==> src/fcmc_regs.vh <==
`ifndef FCMC_REGS_VH
`define FCMC_REGS_VH

// avalon word indices of the controller registers
`define FCMC_REG_CMD      3'h0
`define FCMC_REG_ADDR     3'h1
`define FCMC_REG_WDATA    3'h2
`define FCMC_REG_RDATA    3'h3
`define FCMC_REG_STATUS   3'h4
`define FCMC_REG_CFG      3'h5

// operation codes written to the command register
`define FCMC_OP_READ      4'h0
`define FCMC_OP_WRITE     4'h1
`define FCMC_OP_RESET     4'h2
`define FCMC_OP_AUTOSEL   4'h3
`define FCMC_OP_QUERY     4'h4
`define FCMC_OP_ABORT_RST 4'h5
`define FCMC_OP_SUSPEND   4'h6
`define FCMC_OP_RESUME    4'h7
`define FCMC_OP_POLL      4'h8

// status register bit positions
`define FCMC_ST_BUSY      0
`define FCMC_ST_MODE_LO   1
`define FCMC_ST_MODE_HI   2
`define FCMC_ST_SUSPEND   3
`define FCMC_ST_TIMEOUT   4
`define FCMC_ST_ABORT     5
`define FCMC_ST_REFUSED   6
`define FCMC_ST_EMBEDDED  7

// host view of the device command mode
`define FCMC_MODE_ARRAY   2'h0
`define FCMC_MODE_AUTOSEL 2'h1
`define FCMC_MODE_QUERY   2'h2

// command codes and unlock addresses on the flash bus
`define FCMC_UNLOCK_A1    21'h000555
`define FCMC_UNLOCK_A2    21'h0002aa
`define FCMC_QUERY_ADDR   21'h000055
`define FCMC_UNLOCK_D1    16'h00aa
`define FCMC_UNLOCK_D2    16'h0055
`define FCMC_CMD_RESET    16'h00f0
`define FCMC_CMD_AUTOSEL  16'h0090
`define FCMC_CMD_QUERY    16'h0098
`define FCMC_CMD_SUSPEND  16'h00b0
`define FCMC_CMD_RESUME   16'h0030

// status bits returned by the device while an embedded op runs
`define FCMC_DQ_TOGGLE    6
`define FCMC_DQ_TIMEOUT   5
`define FCMC_DQ_ABORT     1

// bus timing, ns, and derived counts at 20 mhz (least times round up)
`define FCMC_CLK_MHZ      20
`define FCMC_T_WP_NS      50
`define FCMC_T_ACC_NS     100
`define FCMC_WP_CYC  ((`FCMC_T_WP_NS * `FCMC_CLK_MHZ + 999) / 1000)
`define FCMC_ACC_CYC ((`FCMC_T_ACC_NS * `FCMC_CLK_MHZ + 999) / 1000)

`endif

==> src/fcmc_host.v <==
// Contract
// - bad or misordered cycles need a reset command to recover.
// - host issues reset when timeout flag rises or in autoselect.
// - after buffer abort flag, host sends the abort reset sequence.
// - autoselect only from array or suspend read, not while busy.
// - two unlocks then command; then unlimited identifier reads.
// - query entered by 98h at 55h from array or autoselect.
`include "fcmc_regs.vh"

module fcmc_host #(
  parameter AW = 21,
  parameter DW = 16
) (
  input  wire          clk_sys_in,          // 20 mhz system clock
  input  wire          reset_n_in,          // async reset, active low
  input  wire [2:0]    avs_address_in,      // avalon word address
  input  wire          avs_read_in,         // avalon read request
  input  wire          avs_write_in,        // avalon write request
  input  wire [31:0]   avs_writedata_in,    // avalon write data
  output reg  [31:0]   avs_readdata_out,    // avalon read data
  output wire          avs_waitrequest_out, // avalon stall
  output wire [AW-1:0] fl_addr_out,         // flash address pins
  output wire          fl_ce_n_out,         // flash select, active low
  output wire          fl_we_n_out,         // write strobe, active low
  output wire          fl_oe_n_out,         // output enable, active low
  output wire          fl_byte_n_out,       // low selects byte-wide mode
  output wire [DW-1:0] fl_dq_out,           // data pins driven value
  output wire          fl_dq_oe_out,        // data pins driven while high
  input  wire [DW-1:0] fl_dq_in             // data pins sampled value
);

  localparam S_IDLE = 2'h0;
  localparam S_CYC  = 2'h1;
  localparam S_WAIT = 2'h2;

  reg  [1:0]    state_reg;
  reg  [3:0]    op_reg;
  reg  [1:0]    step_reg;
  reg  [1:0]    mode_reg;
  reg           suspend_reg;
  reg           timeout_reg;
  reg           abort_reg;
  reg           refused_reg;
  reg           embedded_reg;
  reg           byte_mode_reg;
  reg  [DW-1:0] poll_prev_reg;
  reg  [AW-1:0] addr_reg;
  reg  [DW-1:0] wdata_reg;
  reg  [DW-1:0] rdata_reg;
  reg           resp_reg;
  reg           cyc_start_reg;
  reg  [AW-1:0] cyc_addr;
  reg  [DW-1:0] cyc_data;
  reg           cyc_write;
  reg  [1:0]    last_step;
  reg           refuse;
  wire          cyc_done;
  wire [DW-1:0] cyc_rdata;
  wire          req;
  wire          cmd_wr;
  wire [3:0]    new_op;
  wire [AW-1:0] tbl_addr;

  // every access is answered on its second cycle, one wait state
  assign req                 = avs_read_in | avs_write_in;
  assign avs_waitrequest_out = req & ~resp_reg;
  assign cmd_wr = avs_write_in & ~resp_reg &
                  (avs_address_in == `FCMC_REG_CMD);
  assign new_op = avs_writedata_in[3:0];
  assign fl_byte_n_out = ~byte_mode_reg;

  // table reads in byte-wide mode land at twice the word address
  assign tbl_addr = byte_mode_reg ? {addr_reg[AW-2:0], 1'b0} : addr_reg;

  // commands the device would not accept in its present mode are refused
  always @* begin
    refuse = 1'b0;
    case (new_op)
      `FCMC_OP_AUTOSEL: refuse = (mode_reg != `FCMC_MODE_ARRAY) |
                                 embedded_reg;
      `FCMC_OP_QUERY:   refuse = (mode_reg == `FCMC_MODE_QUERY) |
                                 embedded_reg;
      // a plain reset cannot clear an abort; the abort reset is required
      `FCMC_OP_RESET:   refuse = abort_reg;
      default:          refuse = 1'b0;
    endcase
  end

  // address and data of each bus cycle of the running operation
  always @* begin
    cyc_addr  = addr_reg;
    cyc_data  = wdata_reg;
    cyc_write = 1'b1;
    last_step = 2'h0;
    case (op_reg)
      `FCMC_OP_READ, `FCMC_OP_POLL: begin
        cyc_write = 1'b0;
        last_step = (op_reg == `FCMC_OP_POLL) ? 2'h1 : 2'h0;
        // in autoselect and query any address may be read again
        if (mode_reg != `FCMC_MODE_ARRAY)
          cyc_addr = tbl_addr;
      end
      `FCMC_OP_RESET:   cyc_data = `FCMC_CMD_RESET;
      `FCMC_OP_SUSPEND: cyc_data = `FCMC_CMD_SUSPEND;
      `FCMC_OP_RESUME:  cyc_data = `FCMC_CMD_RESUME;
      `FCMC_OP_QUERY: begin
        cyc_addr = `FCMC_QUERY_ADDR;
        cyc_data = `FCMC_CMD_QUERY;
      end
      `FCMC_OP_AUTOSEL, `FCMC_OP_ABORT_RST: begin
        last_step = 2'h2;
        case (step_reg)
          2'h0: begin
            cyc_addr = `FCMC_UNLOCK_A1;
            cyc_data = `FCMC_UNLOCK_D1;
          end
          2'h1: begin
            cyc_addr = `FCMC_UNLOCK_A2;
            cyc_data = `FCMC_UNLOCK_D2;
          end
          default: begin
            cyc_addr = `FCMC_UNLOCK_A1;
            cyc_data = (op_reg == `FCMC_OP_AUTOSEL) ?
                       `FCMC_CMD_AUTOSEL : `FCMC_CMD_RESET;
          end
        endcase
      end
      default: cyc_data = wdata_reg;
    endcase
  end

  // avalon register writes, command sequencing and mode tracking
  always @(posedge clk_sys_in or negedge reset_n_in) begin
    if (!reset_n_in) begin
      state_reg      <= S_IDLE;
      op_reg         <= `FCMC_OP_READ;
      step_reg       <= 2'h0;
      mode_reg       <= `FCMC_MODE_ARRAY;
      suspend_reg    <= 1'b0;
      timeout_reg    <= 1'b0;
      abort_reg      <= 1'b0;
      refused_reg    <= 1'b0;
      embedded_reg   <= 1'b0;
      byte_mode_reg  <= 1'b0;
      poll_prev_reg  <= {DW{1'b0}};
      addr_reg       <= {AW{1'b0}};
      wdata_reg      <= {DW{1'b0}};
      rdata_reg      <= {DW{1'b0}};
      resp_reg       <= 1'b0;
      cyc_start_reg  <= 1'b0;
    end else begin
      resp_reg      <= req & ~resp_reg;
      cyc_start_reg <= 1'b0;
      if (avs_write_in & ~resp_reg) begin
        case (avs_address_in)
          `FCMC_REG_ADDR:  if (state_reg == S_IDLE)
                             addr_reg <= avs_writedata_in[AW-1:0];
          `FCMC_REG_WDATA: if (state_reg == S_IDLE)
                             wdata_reg <= avs_writedata_in[DW-1:0];
          `FCMC_REG_CFG:   byte_mode_reg <= avs_writedata_in[0];
          // write one to clear the timeout and refused flags; a set below still wins
          `FCMC_REG_STATUS: begin
            if (avs_writedata_in[`FCMC_ST_TIMEOUT]) timeout_reg <= 1'b0;
            if (avs_writedata_in[`FCMC_ST_REFUSED]) refused_reg <= 1'b0;
          end
          default: ;
        endcase
      end
      // mid-sequence commands are refused
      if (cmd_wr & (state_reg != S_IDLE))
        refused_reg <= 1'b1;
      case (state_reg)
        S_IDLE: begin
          if (cmd_wr) begin
            if (refuse) begin
              refused_reg <= 1'b1;
            end else begin
              op_reg         <= new_op;
              step_reg       <= 2'h0;
              cyc_start_reg  <= 1'b1;
              state_reg      <= S_WAIT;
            end
          end
        end
        S_CYC: begin
          cyc_start_reg <= 1'b1;
          state_reg     <= S_WAIT;
        end
        S_WAIT: begin
          if (cyc_done) begin
            rdata_reg <= cyc_rdata;
            if (op_reg == `FCMC_OP_POLL) begin
              poll_prev_reg  <= cyc_rdata;
            end
            if (step_reg != last_step) begin
              step_reg  <= step_reg + 2'h1;
              state_reg <= S_CYC;
            end else begin
              state_reg <= S_IDLE;
              case (op_reg)
                // reset keeps the suspend state, so suspend read resumes
                `FCMC_OP_RESET: begin
                  mode_reg     <= `FCMC_MODE_ARRAY;
                  embedded_reg <= 1'b0;
                end
                `FCMC_OP_ABORT_RST: begin
                  mode_reg     <= `FCMC_MODE_ARRAY;
                  abort_reg    <= 1'b0;
                  embedded_reg <= 1'b0;
                end
                `FCMC_OP_AUTOSEL: mode_reg <= `FCMC_MODE_AUTOSEL;
                `FCMC_OP_QUERY:   mode_reg <= `FCMC_MODE_QUERY;
                `FCMC_OP_SUSPEND: begin
                  suspend_reg  <= 1'b1;
                  embedded_reg <= 1'b0;
                end
                `FCMC_OP_RESUME: begin
                  suspend_reg  <= 1'b0;
                  embedded_reg <= 1'b1;
                end
                `FCMC_OP_POLL: begin
                  // toggling status bit means an embedded op still runs
                  embedded_reg <= poll_prev_reg[`FCMC_DQ_TOGGLE] ^
                                  cyc_rdata[`FCMC_DQ_TOGGLE];
                  if (poll_prev_reg[`FCMC_DQ_TOGGLE] ^
                      cyc_rdata[`FCMC_DQ_TOGGLE]) begin
                    if (cyc_rdata[`FCMC_DQ_ABORT])
                      abort_reg <= 1'b1;
                    else if (cyc_rdata[`FCMC_DQ_TIMEOUT]) begin
                      // a timed-out op needs a reset to read again
                      timeout_reg   <= 1'b1;
                      op_reg        <= `FCMC_OP_RESET;
                      step_reg      <= 2'h0;
                      cyc_start_reg <= 1'b1;
                      state_reg     <= S_WAIT;
                    end
                  end
                end
                default: ;
              endcase
            end
          end
        end
        default: state_reg <= S_IDLE;
      endcase
    end
  end

  // read data registered in the first cycle of the access
  always @(posedge clk_sys_in or negedge reset_n_in) begin
    if (!reset_n_in) begin
      avs_readdata_out <= 32'h00000000;
    end else if (avs_read_in & ~resp_reg) begin
      case (avs_address_in)
        `FCMC_REG_CMD:    avs_readdata_out <= {28'h0000000, op_reg};
        `FCMC_REG_ADDR:   avs_readdata_out <= {{(32-AW){1'b0}}, addr_reg};
        `FCMC_REG_WDATA:  avs_readdata_out <= {{(32-DW){1'b0}}, wdata_reg};
        `FCMC_REG_RDATA:  avs_readdata_out <= {{(32-DW){1'b0}}, rdata_reg};
        `FCMC_REG_STATUS: avs_readdata_out <= {24'h000000, embedded_reg,
                            refused_reg, abort_reg, timeout_reg,
                            suspend_reg, mode_reg,
                            (state_reg != S_IDLE)};
        `FCMC_REG_CFG:    avs_readdata_out <= {31'h00000000, byte_mode_reg};
        default:          avs_readdata_out <= 32'h00000000;
      endcase
    end
  end

  fcmc_bus_cycle #(
    .AW (AW),
    .DW (DW)
  ) u_cycle (
    .clk_sys_in   (clk_sys_in),
    .reset_n_in   (reset_n_in),
    .start_in     (cyc_start_reg),
    .write_in     (cyc_write),
    .addr_in      (cyc_addr),
    .wdata_in     (cyc_data),
    .done_out     (cyc_done),
    .rdata_out    (cyc_rdata),
    .fl_addr_out  (fl_addr_out),
    .fl_ce_n_out  (fl_ce_n_out),
    .fl_we_n_out  (fl_we_n_out),
    .fl_oe_n_out  (fl_oe_n_out),
    .fl_dq_out    (fl_dq_out),
    .fl_dq_oe_out (fl_dq_oe_out),
    .fl_dq_in     (fl_dq_in)
  );

endmodule // fcmc_host

==> src/fcmc_bus_cycle.v <==
`include "fcmc_regs.vh"

module fcmc_bus_cycle #(
  parameter AW      = 21,
  parameter DW      = 16,
  parameter WP_CYC  = `FCMC_WP_CYC,
  parameter ACC_CYC = `FCMC_ACC_CYC
) (
  input  wire          clk_sys_in,     // system clock
  input  wire          reset_n_in,     // async reset, active low
  input  wire          start_in,       // one-cycle request pulse
  input  wire          write_in,       // 1 write cycle, 0 read cycle
  input  wire [AW-1:0] addr_in,        // flash address
  input  wire [DW-1:0] wdata_in,       // write data
  output reg           done_out,       // one-cycle completion pulse
  output reg  [DW-1:0] rdata_out,      // captured read data
  output reg  [AW-1:0] fl_addr_out,    // flash address pins
  output reg           fl_ce_n_out,    // flash select, active low
  output reg           fl_we_n_out,    // write strobe, active low
  output reg           fl_oe_n_out,    // output enable, active low
  output reg  [DW-1:0] fl_dq_out,      // data pins driven value
  output reg           fl_dq_oe_out,   // data pins driven while high
  input  wire [DW-1:0] fl_dq_in        // data pins sampled value
);

  localparam S_IDLE  = 3'h0;
  localparam S_SETUP = 3'h1;
  localparam S_PULSE = 3'h2;
  localparam S_HOLD  = 3'h3;
  localparam S_READ  = 3'h4;

  reg [2:0] state_reg;
  reg [7:0] cnt_reg;
  reg       wr_reg;

  // one bus cycle: the address settles with select low before the write
  // strobe falls, and data is held past the strobe's rise
  always @(posedge clk_sys_in or negedge reset_n_in) begin
    if (!reset_n_in) begin
      state_reg    <= S_IDLE;
      cnt_reg      <= 8'h00;
      wr_reg       <= 1'b0;
      done_out     <= 1'b0;
      rdata_out    <= {DW{1'b0}};
      fl_addr_out  <= {AW{1'b0}};
      fl_ce_n_out  <= 1'b1;
      fl_we_n_out  <= 1'b1;
      fl_oe_n_out  <= 1'b1;
      fl_dq_out    <= {DW{1'b0}};
      fl_dq_oe_out <= 1'b0;
    end else begin
      done_out <= 1'b0;
      case (state_reg)
        S_IDLE: begin
          if (start_in) begin
            fl_addr_out  <= addr_in;
            fl_ce_n_out  <= 1'b0;
            fl_dq_out    <= wdata_in;
            fl_dq_oe_out <= write_in;
            wr_reg       <= write_in;
            state_reg    <= S_SETUP;
          end
        end
        S_SETUP: begin
          if (wr_reg) begin
            fl_we_n_out <= 1'b0;
            cnt_reg     <= WP_CYC[7:0];
            state_reg   <= S_PULSE;
          end else begin
            fl_oe_n_out <= 1'b0;
            cnt_reg     <= ACC_CYC[7:0];
            state_reg   <= S_READ;
          end
        end
        S_PULSE: begin
          if (cnt_reg <= 8'h01) begin
            fl_we_n_out <= 1'b1;
            state_reg   <= S_HOLD;
          end else begin
            cnt_reg <= cnt_reg - 8'h01;
          end
        end
        S_READ: begin
          if (cnt_reg <= 8'h01) begin
            rdata_out   <= fl_dq_in;
            fl_oe_n_out <= 1'b1;
            state_reg   <= S_HOLD;
          end else begin
            cnt_reg <= cnt_reg - 8'h01;
          end
        end
        S_HOLD: begin
          // data released one cycle after the strobe rose
          fl_ce_n_out  <= 1'b1;
          fl_dq_oe_out <= 1'b0;
          done_out     <= 1'b1;
          state_reg    <= S_IDLE;
        end
        default: state_reg <= S_IDLE;
      endcase
    end
  end

endmodule // fcmc_bus_cycle

==> config.mk <==
export PLATFORM = sky130hd
export DESIGN_NAME = fcmc_host
export DESIGN_NICKNAME = d
export VERILOG_FILES = /design/src/fcmc_host.v /design/src/fcmc_bus_cycle.v
export VERILOG_INCLUDE_DIRS = /design/src /design/src/src
export SDC_FILE = /design/constraint.sdc
export NUM_CORES = 1
export LEC_CHECK = 0
export BUFFER_PORTS_ARGS = -buffer_cell sky130_fd_sc_hd__buf_2
export CAP_MARGIN = 20
export CORE_UTILIZATION = 50
export DETAILED_ROUTE_END_ITERATION = 10
export GPL_TIMING_DRIVEN = 0
export PLACE_DENSITY_LB_ADDON = 0.3
export SLEW_MARGIN = 10
export SYNTH_ARGS = -nofsm -noshare
export SYNTH_HDL_FRONTEND = slang
export SYNTH_SLANG_ARGS = --single-unit
==> constraint.sdc <==
create_clock -name clk_sys_in -period 2.3 [get_ports clk_sys_in]
set_clock_uncertainty 0.1 [all_clocks]
set_input_delay 0.46 -clock clk_sys_in [delete_from_list [all_inputs] [get_ports clk_sys_in]]
set_output_delay 0.46 -clock clk_sys_in [all_outputs]
set_load 0.02 [all_outputs]
======== Word level (Yosys, flattened, before mapping) ========
Index checks and enable logic that the tools add are counted.
word-level totals
  register bits after elaboration ......... 180
  logic and storage cells ................. 216
cells by class
  add/subtract/negate cells ............... 2
  $lt $le $gt $ge ......................... 1
  equal/unequal tests ..................... 45
  muxes and demuxes ....................... 88
  bitwise logic cells ..................... 12
  reduce and logical (&&, ||, !) cells .... 40
operators with widths
  kind                count
  $pmux 21 s6         1
  $pmux 16 s5         1
  $pmux 21 s3         1
  $mux 21             2
  $mux 1              35
  $mux 2              17
  $mux 4              8
  $pmux 8 s2          2
  $eq 4x3->1 const B  5
  $ne 2x2->1 const B  9
  $reduce_and 3->1    6
  $reduce_bool 2->1   9
  $eq 4x2->1 const B  4
  $ne 2x1->1 const B  8
  $reduce_and 2->1    7
  $eq 3x2->1 const B  4
  $pmux 1 s2          6
  $pmux 2 s3          2
  $reduce_and 4->1    3
  $mux 11             1
  $eq 3x3->1 const B  3
  $mux 3              3
  $ne 3x3->1 const B  3
  $pmux 1 s3          3
  other kinds (27)    45

======== Depth between registers and ports, before layout ========
Gate-level depths: netlist of the first run.
  word-level depth ........................ 10
  depth in mapped cells ................... 8

======== Cells and area by module ========
From an unflattened synthesis of the first run, not the netlist that was laid out.
unflattened totals
  cells, all modules ...................... 682
  area, all modules ....................... 7888.8 µm²
by module, submodules not included
  module          times used  cells each  area an instance (µm²)
  fcmc_host       1           478         4993.5
  fcmc_bus_cycle  1           204         2895.3

======== Least setup slack after synthesis of the first run ========
Ideal clock, no wire load.
  kind .................................... reg-to-reg
  start point ............................. register u_cycle.cnt_reg[4]
  end point ............................... register u_cycle.rdata_out[10]
  data arrival time ....................... 1.826 ns
  required time ........................... 2.075 ns
  setup slack ............................. 0.249 ns
  stages on the path, launching flop included .. 7
  buffers on the path ..................... 2
  period minus slack after synthesis ...... 2.051 ns
  path through ............................ dfrtp_1 -> nor4_4 -> o211ai_2 -> or3_1 -> buf_6 -> buf_12 -> mux2_4
between the ends
  longest elaborated chain between the ends .. 2
RTL lines
  element                            RTL line             text
  start: declaration                 fcmc_bus_cycle.v:33  reg [7:0] cnt_reg;
  start signal: assignment           fcmc_bus_cycle.v:67  cnt_reg <= WP_CYC[7:0];
  start signal: assignment           fcmc_bus_cycle.v:71  cnt_reg <= ACC_CYC[7:0];
  start signal: assignment           fcmc_bus_cycle.v:80  cnt_reg <= cnt_reg - 8'h01;
  $le 8x1->1                         fcmc_bus_cycle.v:84  if (cnt_reg <= 8'h01) begin
  $reduce_and 2->1 (no source line)  -
  end signal: assignment             fcmc_bus_cycle.v:44  rdata_out <= {DW{1'b0}};
  end signal: assignment             fcmc_bus_cycle.v:85  rdata_out <= fl_dq_in;
  end: declaration                   fcmc_bus_cycle.v:16  output reg [DW-1:0] rdata_out,
No other way between the ends.
A chain may end at the register's enable or synchronous reset.

======== Final worst setup path of the first run ========
  start point ............................. register u_cycle.cnt_reg[6]
  end point ............................... register u_cycle.rdata_out[14]
The elaborated chain is that of the path after synthesis.

==> impl_metrics.yaml, run 1 <==
cts:
  clk_pin_slew_ns: 0.07
  root_buffer: "clkbuf_16"
  clock-sinks: 163
  cts_tree: "built"
  clock_latency_ns: 0.43
  clock_path_buffers: 2
  cts.htree.levels: 4
  cts_buffers: 17
route:
  routed_wl_mm: 19.9
  top_layer: "met5"
  route.met2.wl_mm: 8.87
  met3_length_mm: 1.34
  drc: 0
  vias_per_cell: 5.74
  vias: 6247
  antenna_left: 0
  first_pass_iters: 7
  wl_met1_mm: 9.22
  first_iter_violations: 565
  drt-wirelength-per-cell_um: 18.3
critical_path:
  path_cells: "nor4_4, o211ai_2, or3_4, buf_6, buf_12, mux2_4"
  cp_max_fo: 10
  slowest_stage: "or3_4"
  cp_data_required_time_ns: 2.52
  endpoint_kind: "flop"
  crit_type: "reg -> reg"
  cp_data_arrival_time_ns: 2.44
  critPathTopFamily: "simple AND/OR/NAND/NOR gates"
  max_stage_delay_ns: 0.43
  critPathLaunchType: "flop"
  path_buf_inv: 2
final_layout:
  design_area_um2: 9240
  syn2layout_area_growth_pct: 19.6
  layout.nets: 949
  final_layout_size_suffix_gt1_share_pct: 28.5
  finalCoreUtilization_pct: 61.0
  diodes: 0
floorplanning:
  io_pins: 130
  die-area_um2: 16000
  floorplan.initialDensity_pct: 51.0
  die_h_um: 126
  die_width_um: 126
  coreArea_um2: 15100
  rows: 45
sta:
  setup_viol: 0
  tns_ns: 0
  max_slew.worst_pin.slew_ns: 0.881
  maxSlewViolCount: 0
  hold_violations: 0
  rsz0062_at_grt: "yes"
  max_freq_ghz: 0.450
  period_share_pct: 96.5
  period_minus_slack_ns: 2.22
  relSlewSlack_pct: 40.8
logic_synthesis:
  ys.flop_type: "dfrtp_1"
  yosysMostFrequentCell: "dfrtp_1"
  synth_seq_cells: 163
  async_flop_share_pct: 100
  synth_area_um2: 7730
  yosys.area.top_type: "dfrtp_1"
  synth_edf_count: 0
  synth-seq-area-share_pct: 52.8
  synthTopCellsByArea: "dfrtp_1 (52%), mux2_2 (8.7%), nand2_1 (6.2%), o21ai_0 (3.0%), nor2_1 (3.0%)"
  ys_top_cells_by_count: "dfrtp_1 (160), nand2_1 (128), nor2_1 (62)"
  ys_warn_count: 0
  syn_inst: 749
  syn_area_per_cell_um2: 10.3
  yosysUniqueCellTypes: 65
  synth_largest_type_area_fraction_pct: 51.8
power:
  power_density_nw_per_um2: 1270
  peakVddDrop_v: 0.000705
  p_leak_uw: 0.00443
  finalPower_uw: 11800
global_routing:
  grt_pass1_wl_mm: 31.9
  antenna_found_initial: 1
  grt_max_degree: 85
  track_usage_pct: 26.2
  grt_pass1_vias: 5831
  grt.overflow.total: 0
placement:
  place.gp.congestion: 0.912
  place_area_um2: 8570
  io_buffer_count: 106
  dpl.hpwl_mm: 14.5
min_path:
  hold_class: "in -> reg"
job:
  drv_cap: 0
outcome:
  status: "finished clean"
==> through the flow <==
stage,instances,setup slack [ns],hold slack [ns]
floorplan,759,0.249,0.0644
global placement,1053,-1.79,0.347
detailed placement,1054,-0.217,0.359
CTS,1088,0.000638,0.146
global route,1089,-0.0338,0.150
finish,1089,0.0795,0.152
==> layout by cell type (no fill, tap or decap), types with 8 or more instances in the layout <==
| master | instances |
|---|---|
| a21oi_1 | 34 |
| a22o_1 | 10 |
| a22oi_1 | 15 |
| a31oi_1 | 13 |
| buf_2 | 110 |
| buf_4 | 13 |
| clkbuf_1 | 25 |
| clkbuf_16 | 17 |
| conb_1 | 11 |
| dfrtp_1 | 157 |
| inv_1 | 13 |
| mux2_2 | 60 |
| mux2_4 | 9 |
| mux2i_1 | 10 |
| nand2_1 | 127 |
| nand2b_1 | 8 |
| nand3_1 | 14 |
| nor2_1 | 62 |
| o21ai_0 | 47 |
| o31ai_1 | 13 |
==> worst register-to-register path: cells and delay by family (launching register included) <==
kind / cells / cell delay [ns]
DFF: 1 / 0.42
muxes: 1 / 0.30
AOI/OAI and AO/OA: 1 / 0.18
buffers and inverters: 2 / 0.32
and+or+nand+nor: 2 / 0.79
==> logic make-up after synthesis <==
logic type	Yosys count	synth area share, %
AOI/OAI and AO/OA	172	14.6
xor gates and xnor gates	7	0.793
adders and majority gates	6	0.971
buffers and inverters	65	4.23
DFF	163	52.8
muxes	79	11.8
other	1	0.0485
and+or+nand+nor	256	14.8
==> where the power goes <==
| part | leakage, uW | internal (uW) | switching, uW | total, uW |
|---|---|---|---|---|
| clock | 0.000266 | 1540 | 1210 | 2750 |
| combinational | 0.00209 | 1700 | 2300 | 3990 |
| sequential | 0.00207 | 3980 | 1060 | 5030 |
==> path summary, 6_finish.rpt <==
check	startpoint	to	slack, ns	cells past startpoint
max in group asynchronous	reset_n_in	rdata_reg[11]	0.80	3
setup / recovery	u_cycle.cnt_reg[6]	u_cycle.rdata_out[14]	0.08	6
setup reg to reg	u_cycle.cnt_reg[6]	u_cycle.rdata_out[14]	0.08	6
hold reg to reg	u_cycle.fl_dq_out[5]	u_cycle.fl_dq_out[5]	0.37	2
hold / removal	fl_dq_in[4]	u_cycle.rdata_out[4]	0.15	2
min in group asynchronous	reset_n_in	u_cycle.cnt_reg[5]	0.48	2
==> layout make-up <==
cell class | count | area (um^2)
Tap cell | 188 | 235
Sequential cell | 163 | 4090
Fill cell | 1265 | 5900
Inverter | 13 | 48.8
Multi-Input combinational cell | 531 | 3420
Buffer | 52 | 285
Timing Repair Buffer | 110 | 593
Clock buffer | 20 | 447
Clock inverter | 12 | 124
==> repair_timing <==
action,CTS,global route
pin swaps,3,4
endpoints found under the setup margin,25,29
hold buffers,1,0
hold endpoints to repair,77,0
gates resized for setup,6,19
setup buffers,1,1
==> layer usage <==
metal  global-route usage (%)  vias up
met2                     39.0      275
met1                     38.1     3029
met5                        0        -
met3                     5.10       42
li1                         -     2899
met4                     9.57        2
Power figures use the tool's default switching activity.
==> run 2: changes to the inputs <==
- CORE_MARGIN: not set -> 2
==> impl_metrics.yaml, run 2 (same netlist as run 1, synthesis figures left out) <==
sta:
  relSlewSlack_pct: 46.6
  maxSlewViolCount: 0
  hold_violations: 0
  period_share_pct: 96.7
  max_slew.worst_pin.slew_ns: 0.799
  period_minus_slack_ns: 2.22
  hold_ws_ns: 0.160
  rsz0062_at_grt: "yes"
  max_freq_ghz: 0.449
  setup_slack_ns: 0.0751
  setup_viol: 0
floorplanning:
  die_width_um: 128
  floorplan.initialDensity_pct: 51.0
  rows: 45
  die-area_um2: 16500
  die_h_um: 128
  coreArea_um2: 15100
  io_pins: 130
global_routing:
  grt_pass1_vias: 5691
  track_usage_pct: 24.7
  antenna_found_initial: 0
  grt_max_degree: 114
  grt.overflow.total: 0
  grt_pass1_wl_mm: 31.0
final_layout:
  layout_common_cells: "dfrtp_1 (160), nand2_1 (127), buf_2 (111), nor2_1 (62), mux2_2 (60)"
  fin_cells: 1092
  design_area_um2: 9250
  layout.nets: 955
  syn2layout_area_growth_pct: 19.7
  final_common_cell: "dfrtp_1"
  fillers: 1254
  final_layout_size_suffix_gt1_share_pct: 28.0
  diodes: 0
placement:
  dp.cells: 1054
  pre_cts_slack_ns: -0.180
  place.gp.congestion: 0.983
  place_area_um2: 8570
  io_buffer_count: 106
  dpl.hpwl_mm: 14.3
cts:
  clock-sinks: 163
  clock_path_buffers: 2
  root_buffer: "clkbuf_16"
  cts_buffers: 17
  clk_pin_slew_ns: 0.06
  cts_tree: "built"
  cts.htree.levels: 4
  clock_latency_ns: 0.43
min_path:
  hold_class: "in -> reg"
route:
  vias_per_cell: 5.71
  first_iter_violations: 597
  antenna_left: 0
  drc: 0
  first_pass_iters: 5
  routed_wl_mm: 19.8
  vias: 6240
  drt-wirelength-per-cell_um: 18.1
outcome:
  status: "finished clean"
power:
  peakVddDrop_v: 0.000679
  power_density_nw_per_um2: 1270
  p_leak_uw: 0.00447
critical_path:
  cp_max_fo: 10
  cp_data_arrival_time_ns: 2.44
  path_cells: "nor4_4, o211ai_2, or3_4, buf_6, buf_12, mux2_4"
  max_stage_delay_ns: 0.44
  crit_type: "reg -> reg"
  critPathLaunchType: "flop"
  cp_data_required_time_ns: 2.51
  endpoint_kind: "flop"
  slowest_stage: "dfrtp_1"
job:
  drv_cap: 0
run 2: cell types whose count changed in the layout (fill, tap and decap cells not counted), sizes merged:
cell / before / now
bufinv: 1 / 2
clkbuf: 49 / 51
buf: 132 / 140
inv: 18 / 13
clkinvlp: 4 / 1
run 2: critical path, delay by kind of cell (launching register included):
family          cells  cell delay [ns]
mux                 1             0.30
flops               1             0.44
simple gates        2             0.77
buf+inv             2             0.31
compound gates      1             0.18
run 2: where the power goes:
group          internal, uW  leakage (uW)  switching, uW
Clock                  1660      0.000272           1080
Combinational          1710       0.00212           2270
Sequential             3980       0.00208           1060
run 2: final timing paths:
kind	slack, ns	end	from	depth (start not counted)
setup / recovery	0.08	u_cycle.rdata_out[14]	u_cycle.cnt_reg[5]	6
hold / removal	0.16	u_cycle.rdata_out[13]	fl_dq_in[13]	2
setup reg to reg	0.08	u_cycle.rdata_out[14]	u_cycle.cnt_reg[5]	6
hold reg to reg	0.37	rdata_reg[3]	u_cycle.rdata_out[3]	2
max in group asynchronous	0.81	u_cycle.rdata_out[10]	reset_n_in	3
min in group asynchronous	0.42	u_cycle.cnt_reg[6]	reset_n_in	2
run 2: per-layer routing:
metal	share of wire [%]	wire, um	global-route usage (%)
met5	0	0	0
met4	1.7	341	6.92
met3	7.2	1420	5.05
met2	44	8680	36.4
met1	47	9370	37.4
run 2: timing repair:
action | CTS | global route
buffers inserted | 2 | 7
endpoints found under the hold margin | 49 | 0
pin swaps | 4 | 4
endpoints found under the setup margin | 11 | 44
hold buffers | 1 | 0
resized for setup | 5 | 10
run 2: area by class of cell:
type / count / area (um^2) / share of cell area [%]
Buffer: 51 / 278 / 3.00
Clock buffer: 24 / 482 / 5.21
Clock inverter: 5 / 77.6 / 0.839
Inverter: 13 / 48.8 / 0.528
Multi-Input combinational cell: 531 / 3400 / 36.8
Sequential cell: 163 / 4080 / 44.1
Tap cell: 188 / 235 / 2.54
Timing Repair Buffer: 117 / 646 / 6.98
run 2: stage by stage:
step                      total power, uW  utilization [%]  TNS (ns)
after global placement               8750             56.3   -286.28
final                               11800             61.1         0
after floorplan                      7470                -         0
after global routing                12500             61.1    -0.176
after CTS                           11700             60.6         0
after detailed placement             8860             56.6     -1.95
==> run 3: changes to the inputs <==
- RECOVER_POWER: not set -> 25
==> impl_metrics.yaml, run 3 (same netlist as run 1, synthesis figures left out) <==
outcome:
  status: "finished clean"
placement:
  io_buffer_count: 106
  dpl.hpwl_mm: 14.3
  place_area_um2: 8570
  pre_cts_slack_ns: -0.180
  dp.cells: 1054
  place.gp.congestion: 0.983
global_routing:
  grt_pass1_vias: 5691
  grt_pass1_wl_mm: 31.0
  track_usage_pct: 24.7
  grt.overflow.total: 0
  grt_max_degree: 114
  antenna_found_initial: 0
route:
  first_iter_violations: 614
  antenna_left: 0
  routed_wl_mm: 19.9
  first_pass_iters: 6
  vias_per_cell: 5.74
  drt-wirelength-per-cell_um: 18.2
  vias: 6270
  drc: 0
floorplanning:
  rows: 45
  die_h_um: 128
  floorplan.initialDensity_pct: 51.0
  die-area_um2: 16500
  coreArea_um2: 15100
  io_pins: 130
  die_width_um: 128
final_layout:
  syn2layout_area_growth_pct: 19.0
  finalCoreUtilization_pct: 60.7
  layout_common_cells: "dfrtp_1 (160), nand2_1 (127), buf_2 (69), clkbuf_1 (69), nor2_1 (62)"
  layout.nets: 955
  diodes: 0
  design_area_um2: 9200
  final_common_cell: "dfrtp_1"
  fillers: 1282
  fin_cells: 1092
  final_layout_size_suffix_gt1_share_pct: 23.3
sta:
  maxSlewViolCount: 0
  relSlewSlack_pct: 44.4
  setup_slack_ns: 0.0726
  max_freq_ghz: 0.449
  period_minus_slack_ns: 2.23
  max_slew.worst_pin.slew_ns: 0.833
  rsz0062_at_grt: "yes"
  setup_viol: 0
  hold_violations: 0
  tns_ns: 0
  period_share_pct: 96.8
critical_path:
  r2r_cells: 6
  cp_data_arrival_time_ns: 2.44
  cp_data_required_time_ns: 2.51
  r2r-start: "op_reg[1]"
  critPathTopFamily: "compound AO/OA/AOI/OAI gates"
  r2r_end: "mode_reg[1]"
  endpoint_kind: "flop"
  critPathLaunchType: "flop"
  r2r_setup_slack_ns: 0.07
  path_cells: "nor2_1, o21ai_1, a211oi_4, a21oi_4, and4_1, a211o_1"
  path_buf_inv: 0
  cp_max_fo: 8
  slowest_stage: "dfrtp_1"
  crit_type: "reg -> reg"
  max_stage_delay_ns: 0.47
cts:
  cts_tree: "built"
  cts_buffers: 17
  clk_pin_slew_ns: 0.06
  cts.htree.levels: 4
  clock_latency_ns: 0.43
  clock-sinks: 163
  clock_path_buffers: 2
  root_buffer: "clkbuf_16"
job:
  drv_cap: 0
power:
  power_density_nw_per_um2: 1270
  peakVddDrop_v: 0.000682
  p_leak_uw: 0.00430
min_path:
  hold_class: "in -> reg"
  min_to: "u_cycle.rdata_out[13]"
  whs_path_depth: 2
  min_from: "fl_dq_in[13]"
==> run 3: power by group <==
part	switching [uW]	total, uW	leakage [uW]	internal [uW]
Combinational	2270	3910	0.00195	1640
Sequential	1070	5050	0.00208	3980
Clock	1080	2740	0.000272	1660
==> run 3: worst max path at each step <==
stage / startpoint / to / depth (start not counted)
6_report: op_reg[1] / mode_reg[1] / 6
5_1_grt: u_cycle.state_reg[2] / u_cycle.fl_addr_out[19] / 7
4_1_cts: u_cycle.state_reg[2] / u_cycle.fl_addr_out[19] / 7
3_5_place_dp: avs_address_in[1] / wdata_reg[9] / 5
3_3_place_gp: reset_n_in / u_cycle.rdata_out[14] / 1
2_1_floorplan: u_cycle.cnt_reg[4] / u_cycle.rdata_out[10] / 6
==> run 3: routing by layer <==
layer  vias up  part of all wire (%)  GRT usage (%)
met5         -                     0              0
met4         0                   1.7           6.92
met3        33                   7.4           5.05
met2       265                    44           36.4
met1      3066                    47           37.4
li1       2906                     -              -
==> run 3: metrics by stage <==
step / hold WS, ns / total power [uW]
floorplan: 0.0644 / 7470
global placement: 0.348 / 8750
detailed placement: 0.292 / 8860
CTS: 0.152 / 11700
global route: 0.161 / 12400
finish: 0.160 / 11700
==> run 3: final cells by class <==
class / instances / area (um^2) / area share (%)
clock inverters: 5 / 77.6 / 0.843
well taps: 188 / 235 / 2.56
repair buffers: 117 / 593 / 6.45
inverters: 13 / 48.8 / 0.531
plain buffers: 51 / 278 / 3.02
flip-flops and latches: 163 / 4080 / 44.4
multi-input cells: 531 / 3400 / 37.0
clock buffers: 24 / 482 / 5.24
==> run 3: repair_timing <==
action / 4_1_cts / 5_1_grt
hold buffers: 1 / 0
pin swaps: 4 / 4
setup endpoints to repair: 11 / 44
buffers inserted: 2 / 7
resized for setup: 5 / 10
endpoints found under the hold margin: 49 / 0
